**config.mk**
```make
export PLATFORM = sky130hd
export DESIGN_NAME = usb_endpoint_status_frame
export DESIGN_NICKNAME = d
export VERILOG_FILES = /design/src/pkg/ep_flags_pkg.sv /design/src/usb_endpoint_status_frame.sv
export SDC_FILE = /design/constraint.sdc
export NUM_CORES = 1
export LEC_CHECK = 0
export ABC_AREA = 1
export BUFFER_PORTS_ARGS = -buffer_cell sky130_fd_sc_hd__buf_2
export CAP_MARGIN = 10
export CORE_ASPECT_RATIO = 0.9
export CORE_MARGIN = 2
export CORE_UTILIZATION = 38
export CTS_BUF_LIST = sky130_fd_sc_hd__clkbuf_4
export DETAILED_ROUTE_END_ITERATION = 16
export GPL_ROUTABILITY_DRIVEN = 0
export HOLD_SLACK_MARGIN = 0.08
export SLEW_MARGIN = 20
export SYNTH_ARGS = -nofsm -noshare
export SYNTH_HDL_FRONTEND = slang
export SYNTH_SLANG_ARGS = --single-unit
```
**constraint.sdc**
```tcl
create_clock -name clk -period 2.5 [get_ports clk]
set_input_delay 0.375 -clock clk [delete_from_list [all_inputs] [get_ports clk]]
set_output_delay 0.375 -clock clk [all_outputs]
set_load 0.05 [all_outputs]
```
**src/pkg/ep_flags_pkg.sv**
```systemverilog
// Purpose: Shared constants and carrier types for the endpoint flag and frame stamp block.
// Assumes: One IN endpoint and one OUT endpoint, 32-bit APB register access.
// Notes:   Offsets are byte addresses of aligned words.
`default_nettype none
package ep_flags_pkg;

	// Register byte offsets.
	localparam logic [7:0] OFF_IN_FLAGS  = 8'h00; // IN endpoint event flags.
	localparam logic [7:0] OFF_IN_BUF    = 8'h04; // IN buffer size and initial PID.
	localparam logic [7:0] OFF_OUT_FLAGS = 8'h08; // OUT endpoint event flags.
	localparam logic [7:0] OFF_OUT_STAMP = 8'h0c; // OUT frame stamp and received PID.
	localparam logic [7:0] OFF_IN_MASK   = 8'h10; // Interrupt mask for IN flags.
	localparam logic [7:0] OFF_OUT_MASK  = 8'h14; // Interrupt mask for OUT flags.
	localparam logic [7:0] OFF_CTRL      = 8'h18; // Mode control.

	// Field positions inside the flag registers.
	localparam int BIT_BUF_UNAVAIL = 7; // Buffer unavailable flag.
	localparam int BIT_INTOK   = 6; // IN token flag.
	localparam int BIT_OUT_LO  = 4; // Low bit of the OUT data type field.
	localparam int BIT_PID_LO  = 16; // Low bit of the PID fields.
	localparam int BIT_DMA     = 0; // Control: DMA mode when set.
	localparam int BIT_HS      = 1; // Control: high-speed operation when set.

	// OUT data type encodings.
	localparam logic [1:0] OUT_NONE  = 2'h0; // Nothing received.
	localparam logic [1:0] OUT_DATA  = 2'h1; // Ordinary data received.
	localparam logic [1:0] OUT_SETUP = 2'h3; // Eight bytes of SETUP data received.

	// Descriptor status encodings seen by the DMA.
	localparam logic [1:0] DESC_HOST_READY = 2'h0; // Ready for the DMA.
	localparam logic [1:0] DESC_HOST_BUSY  = 2'h1; // Still held by software.
	localparam logic [1:0] DESC_DMA_BUSY   = 2'h2; // Being worked on.
	localparam logic [1:0] DESC_DMA_DONE   = 2'h3; // Already completed.

	// Data PID codes on the transmit side.
	localparam logic [1:0] PID_DATA0 = 2'h0; // DATA0.
	localparam logic [1:0] PID_DATA1 = 2'h1; // DATA1.
	localparam logic [1:0] PID_DATA2 = 2'h2; // DATA2.

	// Reset values.
	localparam logic [31:0] RST_ZERO = 32'h0000_0000; // Every register resets to zero.

	// Events from the link and DMA side, all one-cycle pulses with their data.
	typedef struct packed {
		logic       desc_access;  // DMA touched a descriptor this cycle.
		logic [1:0] desc_status;  // Status word of that descriptor.
		logic       token;        // IN token received.
	} in_evt_t;

	typedef struct packed {
		logic        desc_access; // DMA touched a descriptor this cycle.
		logic [1:0]  desc_status; // Status word of that descriptor.
		logic        pkt;         // OUT packet received.
		logic        setup;       // The packet was SETUP data.
		logic [1:0]  pid;         // Data PID of the packet in the receive FIFO.
		logic [10:0] frame;       // Millisecond frame number.
		logic [2:0]  uframe;      // Microframe number.
	} out_evt_t;

endpackage
`default_nettype wire

```
**src/usb_endpoint_status_frame.sv**
```systemverilog
// Purpose: Endpoint event flags, IN buffer size and OUT frame stamp behind an APB slave.
// Assumes: Link and DMA events are synchronous one-cycle pulses on clk.
// Notes:   APB answers in the first access cycle; level interrupt from masked flags.
//
// Design decisions made here: the APB interface to the registers and the placing of the registers.
`timescale 1ns/1ps
`default_nettype none

module usb_endpoint_status_frame #(
	parameter int BUF_W = 16 // Width of the transmit word allotment.
) (
	input  wire logic                     clk,
	input  wire logic                     rst,
	input  wire logic                     psel,
	input  wire logic                     penable,
	input  wire logic                     pwrite,
	input  wire logic [7:0]               paddr,
	input  wire logic [31:0]              pwdata,
	output logic      [31:0]              prdata,
	output logic                          pready,
	output logic                          pslverr,
	input  wire ep_flags_pkg::in_evt_t    in_evt,
	input  wire ep_flags_pkg::out_evt_t   out_evt,
	output logic      [1:0]               iso_tx_initial_pid,
	output logic                          iso_tx_pid_valid,
	output logic      [BUF_W-1:0]         tx_fifo_word_allotment,
	output logic                          irq
);

	// Refuse widths that do not fit the 16-bit field.
	if (BUF_W < 1 || BUF_W > 16) begin : g_chk
		$error("BUF_W must lie between 1 and 16");
	end

	// Clear a flag group: ones written clear, new hardware sets win.
	function automatic logic [7:0] w1c(input logic [7:0] cur, input logic [7:0] clr,
		input logic [7:0] set);
		w1c = (cur & ~clr) | set;
	endfunction

	// True when a descriptor was not ready for the DMA.
	function automatic logic not_ready(input logic [1:0] st);
		not_ready = (st == ep_flags_pkg::DESC_HOST_BUSY) || (st == ep_flags_pkg::DESC_DMA_DONE);
	endfunction

	// Flag registers hold bits 7:0 of the flag word; the rest reads zero.
	logic [7:0]       in_flags_r;     // IN flags.
	logic [7:0]       in_flags_nxt;   // Next IN flags.
	logic [7:0]       out_flags_r;    // OUT flags.
	logic [7:0]       out_flags_nxt;  // Next OUT flags.
	logic [7:0]       in_mask_r;      // IN interrupt mask.
	logic [7:0]       out_mask_r;     // OUT interrupt mask.
	logic [1:0]       ctrl_r;         // Mode control bits.
	logic [1:0]       tx_pid_field_r; // Programmed initial PID field.
	logic [BUF_W-1:0] buf_size_r;     // Programmed buffer size.
	logic [1:0]       rx_pid_r;       // Last received PID.
	logic [15:0]      stamp_r;        // Frame stamp of the last OUT packet.
	logic [15:0]      stamp_nxt;      // Stamp formed from the current packet.
	logic [1:0]       tx_pid_code;    // Mapped initial PID.

	// Bus decode wires.
	logic setup_ph;  // Setup phase of a transfer.
	logic acc_done;  // Access phase completing this edge.
	logic wr_en;     // Write takes effect this edge.
	logic hit;       // Address is mapped.
	logic [31:0] rd_word; // Read data for the addressed register.
	logic [7:0] in_set;   // Hardware sets for IN flags.
	logic [7:0] out_set;  // Hardware sets for OUT flags.
	logic [7:0] in_clr;   // Software clears for IN flags.
	logic [7:0] out_clr;  // Software clears for OUT flags.
	logic [7:0] out_w1c;  // OUT flags after clears and sets.
	logic dma_mode;       // DMA mode selected.
	logic hs_mode;        // High-speed operation selected.

	assign dma_mode = ctrl_r[ep_flags_pkg::BIT_DMA];
	assign hs_mode  = ctrl_r[ep_flags_pkg::BIT_HS];
	assign setup_ph = psel && !penable;
	assign acc_done = psel && penable && pready;
	assign wr_en    = acc_done && pwrite && !pslverr;

	// Address decode for the seven mapped words.
	assign hit = (paddr == ep_flags_pkg::OFF_IN_FLAGS) || (paddr == ep_flags_pkg::OFF_IN_BUF) ||
		(paddr == ep_flags_pkg::OFF_OUT_FLAGS) || (paddr == ep_flags_pkg::OFF_OUT_STAMP) ||
		(paddr == ep_flags_pkg::OFF_IN_MASK) || (paddr == ep_flags_pkg::OFF_OUT_MASK) ||
		(paddr == ep_flags_pkg::OFF_CTRL);

	// Hardware set terms for the IN flags.
	assign in_set[ep_flags_pkg::BIT_BUF_UNAVAIL] =
		in_evt.desc_access && not_ready(in_evt.desc_status);
	assign in_set[ep_flags_pkg::BIT_INTOK] = in_evt.token;
	assign in_set[5:0] = 6'h00;

	// Hardware set terms for the OUT flags; the IN token bit stays reserved here.
	assign out_set[ep_flags_pkg::BIT_BUF_UNAVAIL] =
		out_evt.desc_access && not_ready(out_evt.desc_status);
	assign out_set[6] = 1'b0;
	assign out_set[5:4] = !out_evt.pkt ? ep_flags_pkg::OUT_NONE :
		(out_evt.setup ? ep_flags_pkg::OUT_SETUP : ep_flags_pkg::OUT_DATA);
	assign out_set[3:0] = 4'h0;

	// Software clear terms: a one written to a flag bit clears it.
	assign in_clr  = (wr_en && paddr == ep_flags_pkg::OFF_IN_FLAGS) ? pwdata[7:0] : 8'h00;
	assign out_clr = (wr_en && paddr == ep_flags_pkg::OFF_OUT_FLAGS) ? pwdata[7:0] : 8'h00;

	// Next flag values; the OUT field takes the new type whole when a packet lands.
	assign in_flags_nxt = w1c(in_flags_r, in_clr, in_set) & 8'hc0;
	assign out_w1c = w1c(out_flags_r, out_clr, out_set);
	assign out_flags_nxt[7:6] = out_w1c[7:6] & 2'h2;
	assign out_flags_nxt[5:4] = out_evt.pkt ? out_set[5:4] :
		(out_flags_r[5:4] & ~out_clr[5:4]);
	assign out_flags_nxt[3:0] = 4'h0;

	// Frame stamp layout depends on the bus speed.
	assign stamp_nxt = hs_mode ? {2'h0, out_evt.frame, out_evt.uframe} :
		{5'h00, out_evt.frame};

	// Initial PID: both low codes send DATA0.
	assign tx_pid_code = (tx_pid_field_r == 2'h3) ? ep_flags_pkg::PID_DATA2 :
		(tx_pid_field_r == 2'h2) ? ep_flags_pkg::PID_DATA1 : ep_flags_pkg::PID_DATA0;

	// Read data mux.
	always_comb begin
		rd_word = ep_flags_pkg::RST_ZERO;
		case (paddr)
			ep_flags_pkg::OFF_IN_FLAGS: rd_word = {24'h0, in_flags_r};
			ep_flags_pkg::OFF_IN_BUF: begin
				rd_word[17:16] = tx_pid_field_r;
				rd_word[BUF_W-1:0] = buf_size_r;
			end
			ep_flags_pkg::OFF_OUT_FLAGS: rd_word = {24'h0, out_flags_r};
			ep_flags_pkg::OFF_OUT_STAMP: rd_word = {14'h0, rx_pid_r, stamp_r};
			ep_flags_pkg::OFF_IN_MASK: rd_word = {24'h0, in_mask_r};
			ep_flags_pkg::OFF_OUT_MASK: rd_word = {24'h0, out_mask_r};
			ep_flags_pkg::OFF_CTRL: rd_word = {30'h0, ctrl_r};
			default: rd_word = ep_flags_pkg::RST_ZERO;
		endcase
	end

	// APB handshake: ready in the first access cycle, error on unmapped words.
	always_ff @(posedge clk) begin
		if (rst) begin
			pready  <= 1'b0;
			pslverr <= 1'b0;
			prdata  <= ep_flags_pkg::RST_ZERO;
		end else begin
			pready  <= setup_ph;
			pslverr <= setup_ph && !hit;
			prdata  <= setup_ph ? rd_word : ep_flags_pkg::RST_ZERO;
		end
	end

	// Event flags; software clears, hardware sets win.
	always_ff @(posedge clk) begin
		if (rst) begin
			in_flags_r  <= 8'h00;
			out_flags_r <= 8'h00;
		end else begin
			in_flags_r  <= in_flags_nxt;
			out_flags_r <= out_flags_nxt;
		end
	end

	// Software-written configuration.
	always_ff @(posedge clk) begin
		if (rst) begin
			in_mask_r      <= 8'h00;
			out_mask_r     <= 8'h00;
			ctrl_r         <= 2'h0;
			tx_pid_field_r <= 2'h0;
			buf_size_r     <= '0;
		end else if (wr_en) begin
			if (paddr == ep_flags_pkg::OFF_IN_MASK) begin
				in_mask_r <= pwdata[7:0] & 8'hc0;
			end
			if (paddr == ep_flags_pkg::OFF_OUT_MASK) begin
				out_mask_r <= pwdata[7:0] & 8'hb0;
			end
			if (paddr == ep_flags_pkg::OFF_CTRL) begin
				ctrl_r <= pwdata[1:0];
			end
			if (paddr == ep_flags_pkg::OFF_IN_BUF) begin
				tx_pid_field_r <= pwdata[17:16];
				buf_size_r     <= pwdata[BUF_W-1:0];
			end
		end
	end

	// Received PID and frame stamp; the PID is only tracked without DMA.
	always_ff @(posedge clk) begin
		if (rst) begin
			rx_pid_r <= 2'h0;
			stamp_r  <= 16'h0000;
		end else if (out_evt.pkt) begin
			stamp_r <= stamp_nxt;
			if (!dma_mode) begin
				rx_pid_r <= out_evt.pid;
			end
		end
	end

	// Outputs toward the transmit path and the interrupt line.
	always_ff @(posedge clk) begin
		if (rst) begin
			iso_tx_initial_pid     <= ep_flags_pkg::PID_DATA0;
			iso_tx_pid_valid       <= 1'b0;
			tx_fifo_word_allotment <= '0;
			irq                    <= 1'b0;
		end else begin
			iso_tx_initial_pid     <= tx_pid_code;
			iso_tx_pid_valid       <= !dma_mode;
			tx_fifo_word_allotment <= buf_size_r;
			irq <= |(in_flags_nxt & in_mask_r) || |(out_flags_nxt & out_mask_r);
		end
	end
endmodule // usb_endpoint_status_frame
`default_nettype wire

```
==> flow_summary.html, run 1 <==
<table>
<tr><th>Metric</th><th>Value</th></tr>
<tr><th colspan="2">Worst setup path</th></tr>
<tr><td>Worst flop-to-flop path startpoint</td><td>ctrl_r[1]$_SDFFE_PP0P_</td></tr>
<tr><td>Worst setup path start</td><td>ctrl_r[1]$_SDFFE_PP0P_</td></tr>
<tr><td>Length in cells of the worst reg-to-reg path</td><td>4</td></tr>
<tr><td>End of the worst register-to-register path</td><td>prdata[1]$_SDFF_PP0_</td></tr>
<tr><td>Worst Setup Path Type</td><td>register to register</td></tr>
<tr><td>Critical path fanouts, max</td><td>15</td></tr>
<tr><td>Endpoint kind of the worst setup timing path</td><td>register</td></tr>
<tr><td>Data arrival time of the critical path</td><td>1.82 ns</td></tr>
<tr><td>Setup crit start kind</td><td>register</td></tr>
<tr><td>Slack of the worst reg-to-reg path</td><td>1.05 ns</td></tr>
<tr><td>Required arrival time at the worst endpoint</td><td>2.87 ns</td></tr>
<tr><th colspan="2">Die</th></tr>
<tr><td>Vertical die dimension</td><td>93.4 um</td></tr>
<tr><td>Core ar.</td><td>0.00861 mm2</td></tr>
<tr><td>Total Die Area</td><td>approximately 0.0097 mm2</td></tr>
<tr><td>Number of core rows</td><td>32</td></tr>
<tr><td>I/O pin cnt</td><td>approximately 120</td></tr>
<tr><td>Die extent in x</td><td>103 um</td></tr>
<tr><td>Initial Utilization</td><td>between 30% and 40%</td></tr>
<tr><th colspan="2">Placed design</th></tr>
<tr><td>Port Buf Inserts</td><td>93</td></tr>
<tr><td>Post-DP HPWL</td><td>5730 um</td></tr>
<tr><td>Area post-placement</td><td>0.00388 mm2</td></tr>
<tr><td>Worst setup slack after placement</td><td>0.683 ns</td></tr>
<tr><td>DP Cell Count</td><td>616</td></tr>
<tr><th colspan="2">STA</th></tr>
<tr><td>Worst Skew</td><td>~0.012 ns</td></tr>
<tr><td>Final setup TNS</td><td>0 ns</td></tr>
<tr><td>Max Slew Vio Count</td><td>0</td></tr>
<tr><td>Maximum clock rate</td><td>0.691 GHz</td></tr>
<tr><td>Final period utilization</td><td>57.9%</td></tr>
<tr><td>Minimum clock period</td><td>1.45 ns</td></tr>
<tr><td>Finish-stage setup viols</td><td>0</td></tr>
<tr><td>Slew margin rel.</td><td>60.8%</td></tr>
<tr><td>Final worst-path setup slack</td><td>~1.1 ns</td></tr>
<tr><td>Final hold slack</td><td>0.159 ns</td></tr>
<tr><td>Unrepaired setup endpoints after global routing</td><td>false</td></tr>
<tr><td>Hold violation count in the final report</td><td>0</td></tr>
<tr><td>Slew at the pin closest to its max-slew limit</td><td>between 0.5 and 0.6 ns</td></tr>
<tr><th colspan="2">Clock network</th></tr>
<tr><td>Deepest level of the CTS H-tree</td><td>3</td></tr>
<tr><td>Worst skew pair latency</td><td>0.44 ns</td></tr>
<tr><td>Number of buffers added by the clock tree synthesis step</td><td>9</td></tr>
<tr><td>Clk sinks</td><td>86</td></tr>
<tr><td>Total of cells resized after clock tree synthesis</td><td>0</td></tr>
<tr><td>Clock root buffer master</td><td>sky130_fd_sc_hd__clkbuf_4</td></tr>
<tr><td>TritonCTS clock tree</td><td>built</td></tr>
<tr><td>Worst-case clock buffer depth</td><td>2</td></tr>
<tr><td>Number of hold buffers added after CTS</td><td>0</td></tr>
<tr><td>Clock-pin slew on the worst setup and hold paths</td><td>0.13 ns</td></tr>
<tr><td>Post-CTS Repair Setup Buffers</td><td>0</td></tr>
<tr><th colspan="2">Hold path</th></tr>
<tr><td>Number of cells on the worst hold path</td><td>2</td></tr>
<tr><td>Min-delay src</td><td>penable</td></tr>
<tr><td>Hold WC Path Type</td><td>input pin to register</td></tr>
<tr><td>Worst Hold Endpoint</td><td>pready$_SDFF_PP0_</td></tr>
<tr><th colspan="2">Synth</th></tr>
<tr><td>Count of synthesis-stage warnings from yosys</td><td>0</td></tr>
<tr><td>Top cells by instance count after synthesis</td><td>sky130_fd_sc_hd__dfxtp_1 (86), sky130_fd_sc_hd__nand2_1 (62), sky130_fd_sc_hd__inv_1 (45), sky130_fd_sc_hd__nor2_1 (45), sky130_fd_sc_hd__a21oi_1 (35)</td></tr>
<tr><td>Average size of a mapped cell</td><td>between 8 and 9 um2</td></tr>
<tr><td>Most frequently used flop master after synthesis</td><td>sky130_fd_sc_hd__dfxtp_1</td></tr>
<tr><td>Yosys top cell area share</td><td>51.0%</td></tr>
<tr><td>Fraction of registers with async set/reset</td><td>0%</td></tr>
<tr><td>Number of flops mapped to enable cells by yosys</td><td>0</td></tr>
<tr><td>Yosys top cell by area</td><td>sky130_fd_sc_hd__dfxtp_1</td></tr>
<tr><td>#FFs+latches synth</td><td>86</td></tr>
<tr><td>Synthesized cell area</td><td>0.00338 mm2</td></tr>
<tr><td>Cell types occupying the most area after synthesis</td><td>sky130_fd_sc_hd__dfxtp_1 (51%), sky130_fd_sc_hd__nand2_1 (6.9%), sky130_fd_sc_hd__a21oi_1 (5.2%)</td></tr>
<tr><td>Synth Instances</td><td>416</td></tr>
<tr><td>Unique masters post-synth</td><td>29</td></tr>
<tr><td>Most numerous cell in the Yosys netlist</td><td>sky130_fd_sc_hd__dfxtp_1</td></tr>
<tr><td>Register area share after synthesis</td><td>about half</td></tr>
<tr><th colspan="2">Detailed routing</th></tr>
<tr><td>Detailed-routed wire length on met2</td><td>between 3000 and 4000 um</td></tr>
<tr><td>Antenna viol nets, final</td><td>0</td></tr>
<tr><td>M1 WL</td><td>3680 um</td></tr>
<tr><td>Starting DRT DRC Count</td><td>93</td></tr>
<tr><td>DRT Pass-1 Iters</td><td>4</td></tr>
<tr><td>Vias per cell</td><td>4.62</td></tr>
<tr><td>Wire per inst</td><td>12.6 um</td></tr>
<tr><td>WL final</td><td>7950 um</td></tr>
<tr><td>Vias after detailed routing</td><td>slightly below 3,000</td></tr>
<tr><td>Number of remaining DRC errors</td><td>0</td></tr>
<tr><td>Max layer used</td><td>met4</td></tr>
<tr><td>Met3 routed wirelength</td><td>489 um</td></tr>
<tr><th colspan="2">Pwr</th></tr>
<tr><td>Final Total Pwr</td><td>around 2.5 mW</td></tr>
<tr><td>Leakage power</td><td>about 1.8 nW</td></tr>
<tr><td>IR drop worst, VDD</td><td>0.000248 V</td></tr>
<tr><td>PwrDens</td><td>617 mW/mm2</td></tr>
<tr><th colspan="2">Final layout</th></tr>
<tr><td>Final Util</td><td>a little under half</td></tr>
<tr><td>Net total in the final layout</td><td>approximately 580</td></tr>
<tr><td>Non-filler cells in the finished layout</td><td>632</td></tr>
<tr><td>Layout overhead on the synthesized area</td><td>19.8%</td></tr>
<tr><td># diodes</td><td>0</td></tr>
<tr><td>Ratio of cells with drive above 1 in the final layout</td><td>between 20% and 30%</td></tr>
<tr><td>Final Instance Area</td><td>0.00405 mm2</td></tr>
<tr><th colspan="2">Global route</th></tr>
<tr><td>Global-route wire length before repair</td><td>around 13,000 um</td></tr>
<tr><td>Number of antenna violations at the first check in global routing</td><td>0</td></tr>
<tr><td>Via count of the first global-routing pass</td><td>~2,700</td></tr>
<tr><td>Total overflow reported by the global router</td><td>0</td></tr>
<tr><td>Tot GR Track Use</td><td>between 10% and 20%</td></tr>
<tr><td>Maximum number of pins on one net before global-route repair</td><td>37</td></tr>
<tr><th colspan="2">Status</th></tr>
<tr><td>Outcome</td><td>completed</td></tr>
<tr><th colspan="2">Job</th></tr>
<tr><td>Max-cap viol count</td><td>0</td></tr>
</table>
[metal layers]
metal,up-vias,GRT usage (%)
li1,1502,-
met1,1319,21.0
met2,84,27.6
met3,12,4.93
met4,0,5.92
met5,-,0
[cells by family (layout without fill, tap and decap cells)]
logic type	Yosys count	after routing	share of synthesized area [%]
flip-flops	86	86	51.0
buffers and inverters	79	163	11.3
AO/OA/AOI/OAI	89	89	15.1
other	1	14	0.111
AND/OR/NAND/NOR	161	161	22.5
[placed cells by master, fill, tap and decap left out]
| cell | netlist | routed |
|---|---|---|
| sky130_fd_sc_hd__inv_2 | 2 | 2 |
| sky130_fd_sc_hd__buf_2 | 2 | 93 |
| sky130_fd_sc_hd__nor3_2 | 3 | 3 |
| sky130_fd_sc_hd__dfxtp_1 | 86 | 86 |
| sky130_fd_sc_hd__nor3_1 | 5 | 5 |
| sky130_fd_sc_hd__nor2_1 | 45 | 45 |
| sky130_fd_sc_hd__nand2_2 | 2 | 2 |
| sky130_fd_sc_hd__nand2_1 | 62 | 62 |
| sky130_fd_sc_hd__clkinv_1 | 1 | 2 |
| sky130_fd_sc_hd__a211oi_1 | 1 | 1 |
| sky130_fd_sc_hd__nand4_2 | 1 | 1 |
| sky130_fd_sc_hd__bufinv_16 | 0 | 2 |
| sky130_fd_sc_hd__nand2_4 | 1 | 1 |
| sky130_fd_sc_hd__clkbuf_4 | 0 | 10 |
| sky130_fd_sc_hd__o22ai_1 | 2 | 2 |
| sky130_fd_sc_hd__o211ai_1 | 14 | 14 |
| sky130_fd_sc_hd__conb_1 | 1 | 14 |
| sky130_fd_sc_hd__o21ai_0 | 15 | 15 |
| sky130_fd_sc_hd__o21ai_1 | 12 | 12 |
| sky130_fd_sc_hd__nor2_2 | 12 | 12 |
| sky130_fd_sc_hd__clkinvlp_4 | 0 | 3 |
| sky130_fd_sc_hd__a22oi_1 | 10 | 10 |
| sky130_fd_sc_hd__nor3_4 | 1 | 1 |
| sky130_fd_sc_hd__nand3_2 | 1 | 1 |
| sky130_fd_sc_hd__inv_1 | 45 | 45 |
| sky130_fd_sc_hd__nand3_1 | 24 | 24 |
| sky130_fd_sc_hd__a21oi_1 | 35 | 35 |
| sky130_fd_sc_hd__buf_4 | 14 | 6 |
| sky130_fd_sc_hd__nor2_4 | 4 | 4 |
[cell type report]
class	instances	area, um2
clock buffers	10	75.1
clock inverters	6	86.3
fillers	871	4560
inverters	48	180
multi-input cells	264	1320
flip-flops and latches	86	1720
well taps	119	149
repair buffers	99	510
[worst max-delay path: stages (launching register included)]
cell and delay, ns:
sky130_fd_sc_hd__dfxtp_1 0.62, sky130_fd_sc_hd__inv_1 0.32, sky130_fd_sc_hd__o22ai_1 0.26, sky130_fd_sc_hd__a21oi_1 0.08
sky130_fd_sc_hd__nor2_2 0.11
[report_power, final]
group | leakage [nW] | internal [mW] | switching, mW
Clock | 0.0763 | 0.413 | 0.476
Sequential | 0.698 | 1.39 | 0.0114
Combinational | 1.02 | 0.0611 | 0.141
[flip-flops by register name, indices dropped and copies added, names as in the netlist]
signal                  cells
prdata                     18
buf_size_r                 16
tx_fifo_word_allotment     16
stamp_r                    14
out_flags_r                 3
out_mask_r                  3
ctrl_r                      2
in_flags_r                  2
in_mask_r                   2
iso_tx_initial_pid          2
rx_pid_r                    2
tx_pid_field_r              2
irq                         1
iso_tx_pid_valid            1
pready                      1
pslverr                     1
[how the worst max path moves through the flow]
| stage | end | slack (ns) | cells after the start |
|---|---|---|---|
| finish | prdata[1]$_SDFF_PP0_ | 1.05 | 4 |
| global route | prdata[1]$_SDFF_PP0_ | 0.92 | 4 |
| CTS | prdata[1]$_SDFF_PP0_ | 1.03 | 4 |
| detailed placement | buf_size_r[3]$_SDFFE_PP0P_ | 0.68 | 5 |
| global placement | ctrl_r[1]$_SDFFE_PP0P_ | 0.72 | 5 |
| floorplan | irq$_SDFF_PP0_ | 0.76 | 9 |
(Power assumes the default switching activity.)
==> inputs of run 2 (changes only) <==
--- a/config.mk
+++ b/config.mk
@@ -15,6 +15,7 @@
 export DETAILED_ROUTE_END_ITERATION = 16
 export GPL_ROUTABILITY_DRIVEN = 0
 export HOLD_SLACK_MARGIN = 0.08
+export PLACE_DENSITY = 0.67
 export SLEW_MARGIN = 20
 export SYNTH_ARGS = -nofsm -noshare
 export SYNTH_HDL_FRONTEND = slang
==> constraint.sdc (replaced) <==
create_clock -name clk -period 1.2 [get_ports clk]
set_input_delay 0.18 -clock clk [delete_from_list [all_inputs] [get_ports clk]]
set_output_delay 0.18 -clock clk [all_outputs]
set_load 0.05 [all_outputs]
==> flow_summary.html, run 2 (synthesis results as in run 1) <==
<table>
<tr><th>Metric</th><th>Value</th></tr>
<tr><th colspan="2">Clock network</th></tr>
<tr><td>Worst-case clock buffer depth</td><td>2</td></tr>
<tr><td>Clock root buffer master</td><td>sky130_fd_sc_hd__clkbuf_4</td></tr>
<tr><td>Number of buffers added by the clock tree synthesis step</td><td>9</td></tr>
<tr><td>Deepest level of the CTS H-tree</td><td>3</td></tr>
<tr><td>Clk sinks</td><td>86</td></tr>
<tr><td>Clock-pin slew on the worst setup and hold paths</td><td>0.14 ns</td></tr>
<tr><td>Worst skew pair latency</td><td>0.43 ns</td></tr>
<tr><td>TritonCTS clock tree</td><td>built</td></tr>
<tr><th colspan="2">Final layout</th></tr>
<tr><td>Layout overhead on the synthesized area</td><td>47.9%</td></tr>
<tr><td>Ratio of cells with drive above 1 in the final layout</td><td>~36%</td></tr>
<tr><td>Number of flip-flops in the largest register</td><td>18</td></tr>
<tr><td>Final Instance Area</td><td>0.00500 mm2</td></tr>
<tr><td>Most frequent cells in the layout</td><td>sky130_fd_sc_hd__dfxtp_1 (83), sky130_fd_sc_hd__nand2_1 (60), sky130_fd_sc_hd__buf_4 (58)</td></tr>
<tr><td>Most common cell after layout, fill and taps aside</td><td>sky130_fd_sc_hd__dfxtp_1</td></tr>
<tr><td>Most flops, register</td><td>prdata</td></tr>
<tr><td>Registers with the most flip-flops</td><td>prdata: 18 flops, buf_size_r: 16 flops, tx_fifo_word_allotment: 16 flops</td></tr>
<tr><td># diodes</td><td>0</td></tr>
<tr><td>Net total in the final layout</td><td>643</td></tr>
<tr><th colspan="2">Die</th></tr>
<tr><td>Initial Utilization</td><td>39.2%</td></tr>
<tr><td>Number of core rows</td><td>32</td></tr>
<tr><td>Vertical die dimension</td><td>93.4 um</td></tr>
<tr><td>Die extent in x</td><td>103 um</td></tr>
<tr><td>Core ar.</td><td>between 0.008 and 0.009 mm2</td></tr>
<tr><td>I/O pin cnt</td><td>between 100 and 150</td></tr>
<tr><td>Total Die Area</td><td>a little under 0.01 mm2</td></tr>
<tr><th colspan="2">Global route</th></tr>
<tr><td>Number of antenna violations at the first check in global routing</td><td>0</td></tr>
<tr><td>Tot GR Track Use</td><td>17.8%</td></tr>
<tr><td>Total overflow reported by the global router</td><td>0</td></tr>
<tr><td>Maximum number of pins on one net before global-route repair</td><td>38</td></tr>
<tr><td>Via count of the first global-routing pass</td><td>2,842</td></tr>
<tr><td>Global-route wire length before repair</td><td>13,200 um</td></tr>
<tr><th colspan="2">Placed design</th></tr>
<tr><td>Post-DP HPWL</td><td>between 6000 and 7000 um</td></tr>
<tr><td>Worst setup slack after placement</td><td>-0.259 ns</td></tr>
<tr><td>Area post-placement</td><td>0.00416 mm2</td></tr>
<tr><td>Port Buf Inserts</td><td>93</td></tr>
<tr><th colspan="2">Status</th></tr>
<tr><td>Outcome</td><td>complete, but fails checks</td></tr>
<tr><td>Violated checks</td><td>setup timing</td></tr>
<tr><th colspan="2">Worst setup path</th></tr>
<tr><td>Endpoint kind of the worst setup timing path</td><td>register</td></tr>
<tr><td>Critical path fanouts, max</td><td>7</td></tr>
<tr><td>Data arrival time of the critical path</td><td>1.65 ns</td></tr>
<tr><td>Required arrival time at the worst endpoint</td><td>about 1.5 ns</td></tr>
<tr><td>Slack of the worst reg-to-reg path</td><td>-0.13 ns</td></tr>
<tr><td>Worst Setup Path Type</td><td>register to register</td></tr>
<tr><td>Setup crit start kind</td><td>register</td></tr>
<tr><th colspan="2">STA</th></tr>
<tr><td>Max Slew Vio Count</td><td>0</td></tr>
<tr><td>Hold violation count in the final report</td><td>0</td></tr>
<tr><td>Finish-stage setup viols</td><td>27</td></tr>
<tr><td>Minimum clock period</td><td>about 1.3 ns</td></tr>
<tr><td>Maximum clock rate</td><td>0.751 GHz</td></tr>
<tr><td>Worst Skew</td><td>0.0116 ns</td></tr>
<tr><td>Final period utilization</td><td>111%</td></tr>
<tr><td>Unrepaired setup endpoints after global routing</td><td>true</td></tr>
<tr><td>Final hold slack</td><td>a little under 0.09 ns</td></tr>
<tr><td>Final worst-path setup slack</td><td>-0.132 ns</td></tr>
<tr><td>Final setup TNS</td><td>-2.46 ns</td></tr>
<tr><th colspan="2">Detailed routing</th></tr>
<tr><td>DRT Pass-1 Iters</td><td>4</td></tr>
<tr><td>Vias per cell</td><td>4.63</td></tr>
<tr><td>WL final</td><td>9340 um</td></tr>
<tr><td>Antenna viol nets, final</td><td>0</td></tr>
<tr><td>Starting DRT DRC Count</td><td>126</td></tr>
<tr><td>Wire per inst</td><td>13.4 um</td></tr>
<tr><td>Number of remaining DRC errors</td><td>0</td></tr>
<tr><td>Vias after detailed routing</td><td>~3,200</td></tr>
<tr><th colspan="2">Hold path</th></tr>
<tr><td>Hold WC Path Type</td><td>input pin to register</td></tr>
<tr><th colspan="2">Job</th></tr>
<tr><td>Max-cap viol count</td><td>0</td></tr>
<tr><th colspan="2">Pwr</th></tr>
<tr><td>Leakage power</td><td>2.19 nW</td></tr>
<tr><td>IR drop worst, VDD</td><td>between 0.0004 and 0.0005 V</td></tr>
<tr><td>PwrDens</td><td>1030 mW/mm2</td></tr>
<tr><td>Final Total Pwr</td><td>5.17 mW</td></tr>
</table>
==> run 2: cell count changes in the layout (fill, tap and decap cells not counted), sizes merged <==
cell,delta
clkinv,+2
clkinvlp,-2
bufinv,-1
buf,+29
dlygate4sd3,+31
inv,+2
clkbuf,+4
==> run 2: final timing paths <==
path	endpoint	cells past startpoint	start
setup / recovery	irq$_SDFF_PP0_	10	pslverr$_SDFF_PP0_
hold / removal	stamp_r[7]$_SDFFE_PP0P_	3	out_evt[17]
setup reg to reg	irq$_SDFF_PP0_	10	pslverr$_SDFF_PP0_
hold reg to reg	tx_fifo_word_allotment[2]$_SDFF_PP0_	2	buf_size_r[2]$_SDFFE_PP0P_
==> run 2: repair_timing <==
action | 4_1_cts | 5_1_grt
pin swaps | 1 | 4
buffers inserted | 2 | 1
endpoints found under the hold margin | 35 | 0
endpoints found under the setup margin | 52 | 50
hold buffers | 31 | 0
gates resized for setup | 41 | 60
cloned | 0 | 6
==> run 2: critical path, stage by stage, from the launching register on <==
cell and delay, ns:
sky130_fd_sc_hd__dfxtp_4 0.37, sky130_fd_sc_hd__inv_2 0.06, sky130_fd_sc_hd__nand3_4 0.07, sky130_fd_sc_hd__nor2_4 0.20, sky130_fd_sc_hd__nand3_1 0.11, sky130_fd_sc_hd__nand2_1 0.10
sky130_fd_sc_hd__nand2_1 0.05, sky130_fd_sc_hd__nand2_1 0.06, sky130_fd_sc_hd__nand3_2 0.07, sky130_fd_sc_hd__nor2_2 0.09, sky130_fd_sc_hd__nor2_1 0.04
==> run 2: report_power, final <==
part	leakage, nW	internal (mW)	total (mW)	switching (mW)
Sequential	0.700	2.90	2.93	0.0261
Combinational	1.41	0.242	0.587	0.344
Clock	0.0758	0.644	1.66	1.01
==> run 2: through the flow <==
step | cells | utilization (%)
global placement | 641 | 48.3
finish | 697 | 58.0
floorplan | 429 | -
global route | 697 | 58.0
detailed placement | 641 | 48.3
CTS | 690 | 54.6
==> run 2: metal layers <==
layer	track usage, %	vias up	part of all wire [%]
li1	-	1639	-
met1	23.7	1470	46
met2	28.8	112	47
met3	4.71	9	5.9
met4	4.28	0	0.96
met5	0	-	0
==> run 2: cell type report <==
class                           count  area (um2)
Multi-Input combinational cell    264        1480
Timing Repair Buffer              164        1310
Clock inverter                      7        72.6
Fill cell                         796        3610
Inverter                           48         183
Clock buffer                        9        67.6
Tap cell                          119         149
Sequential cell                    86        1730
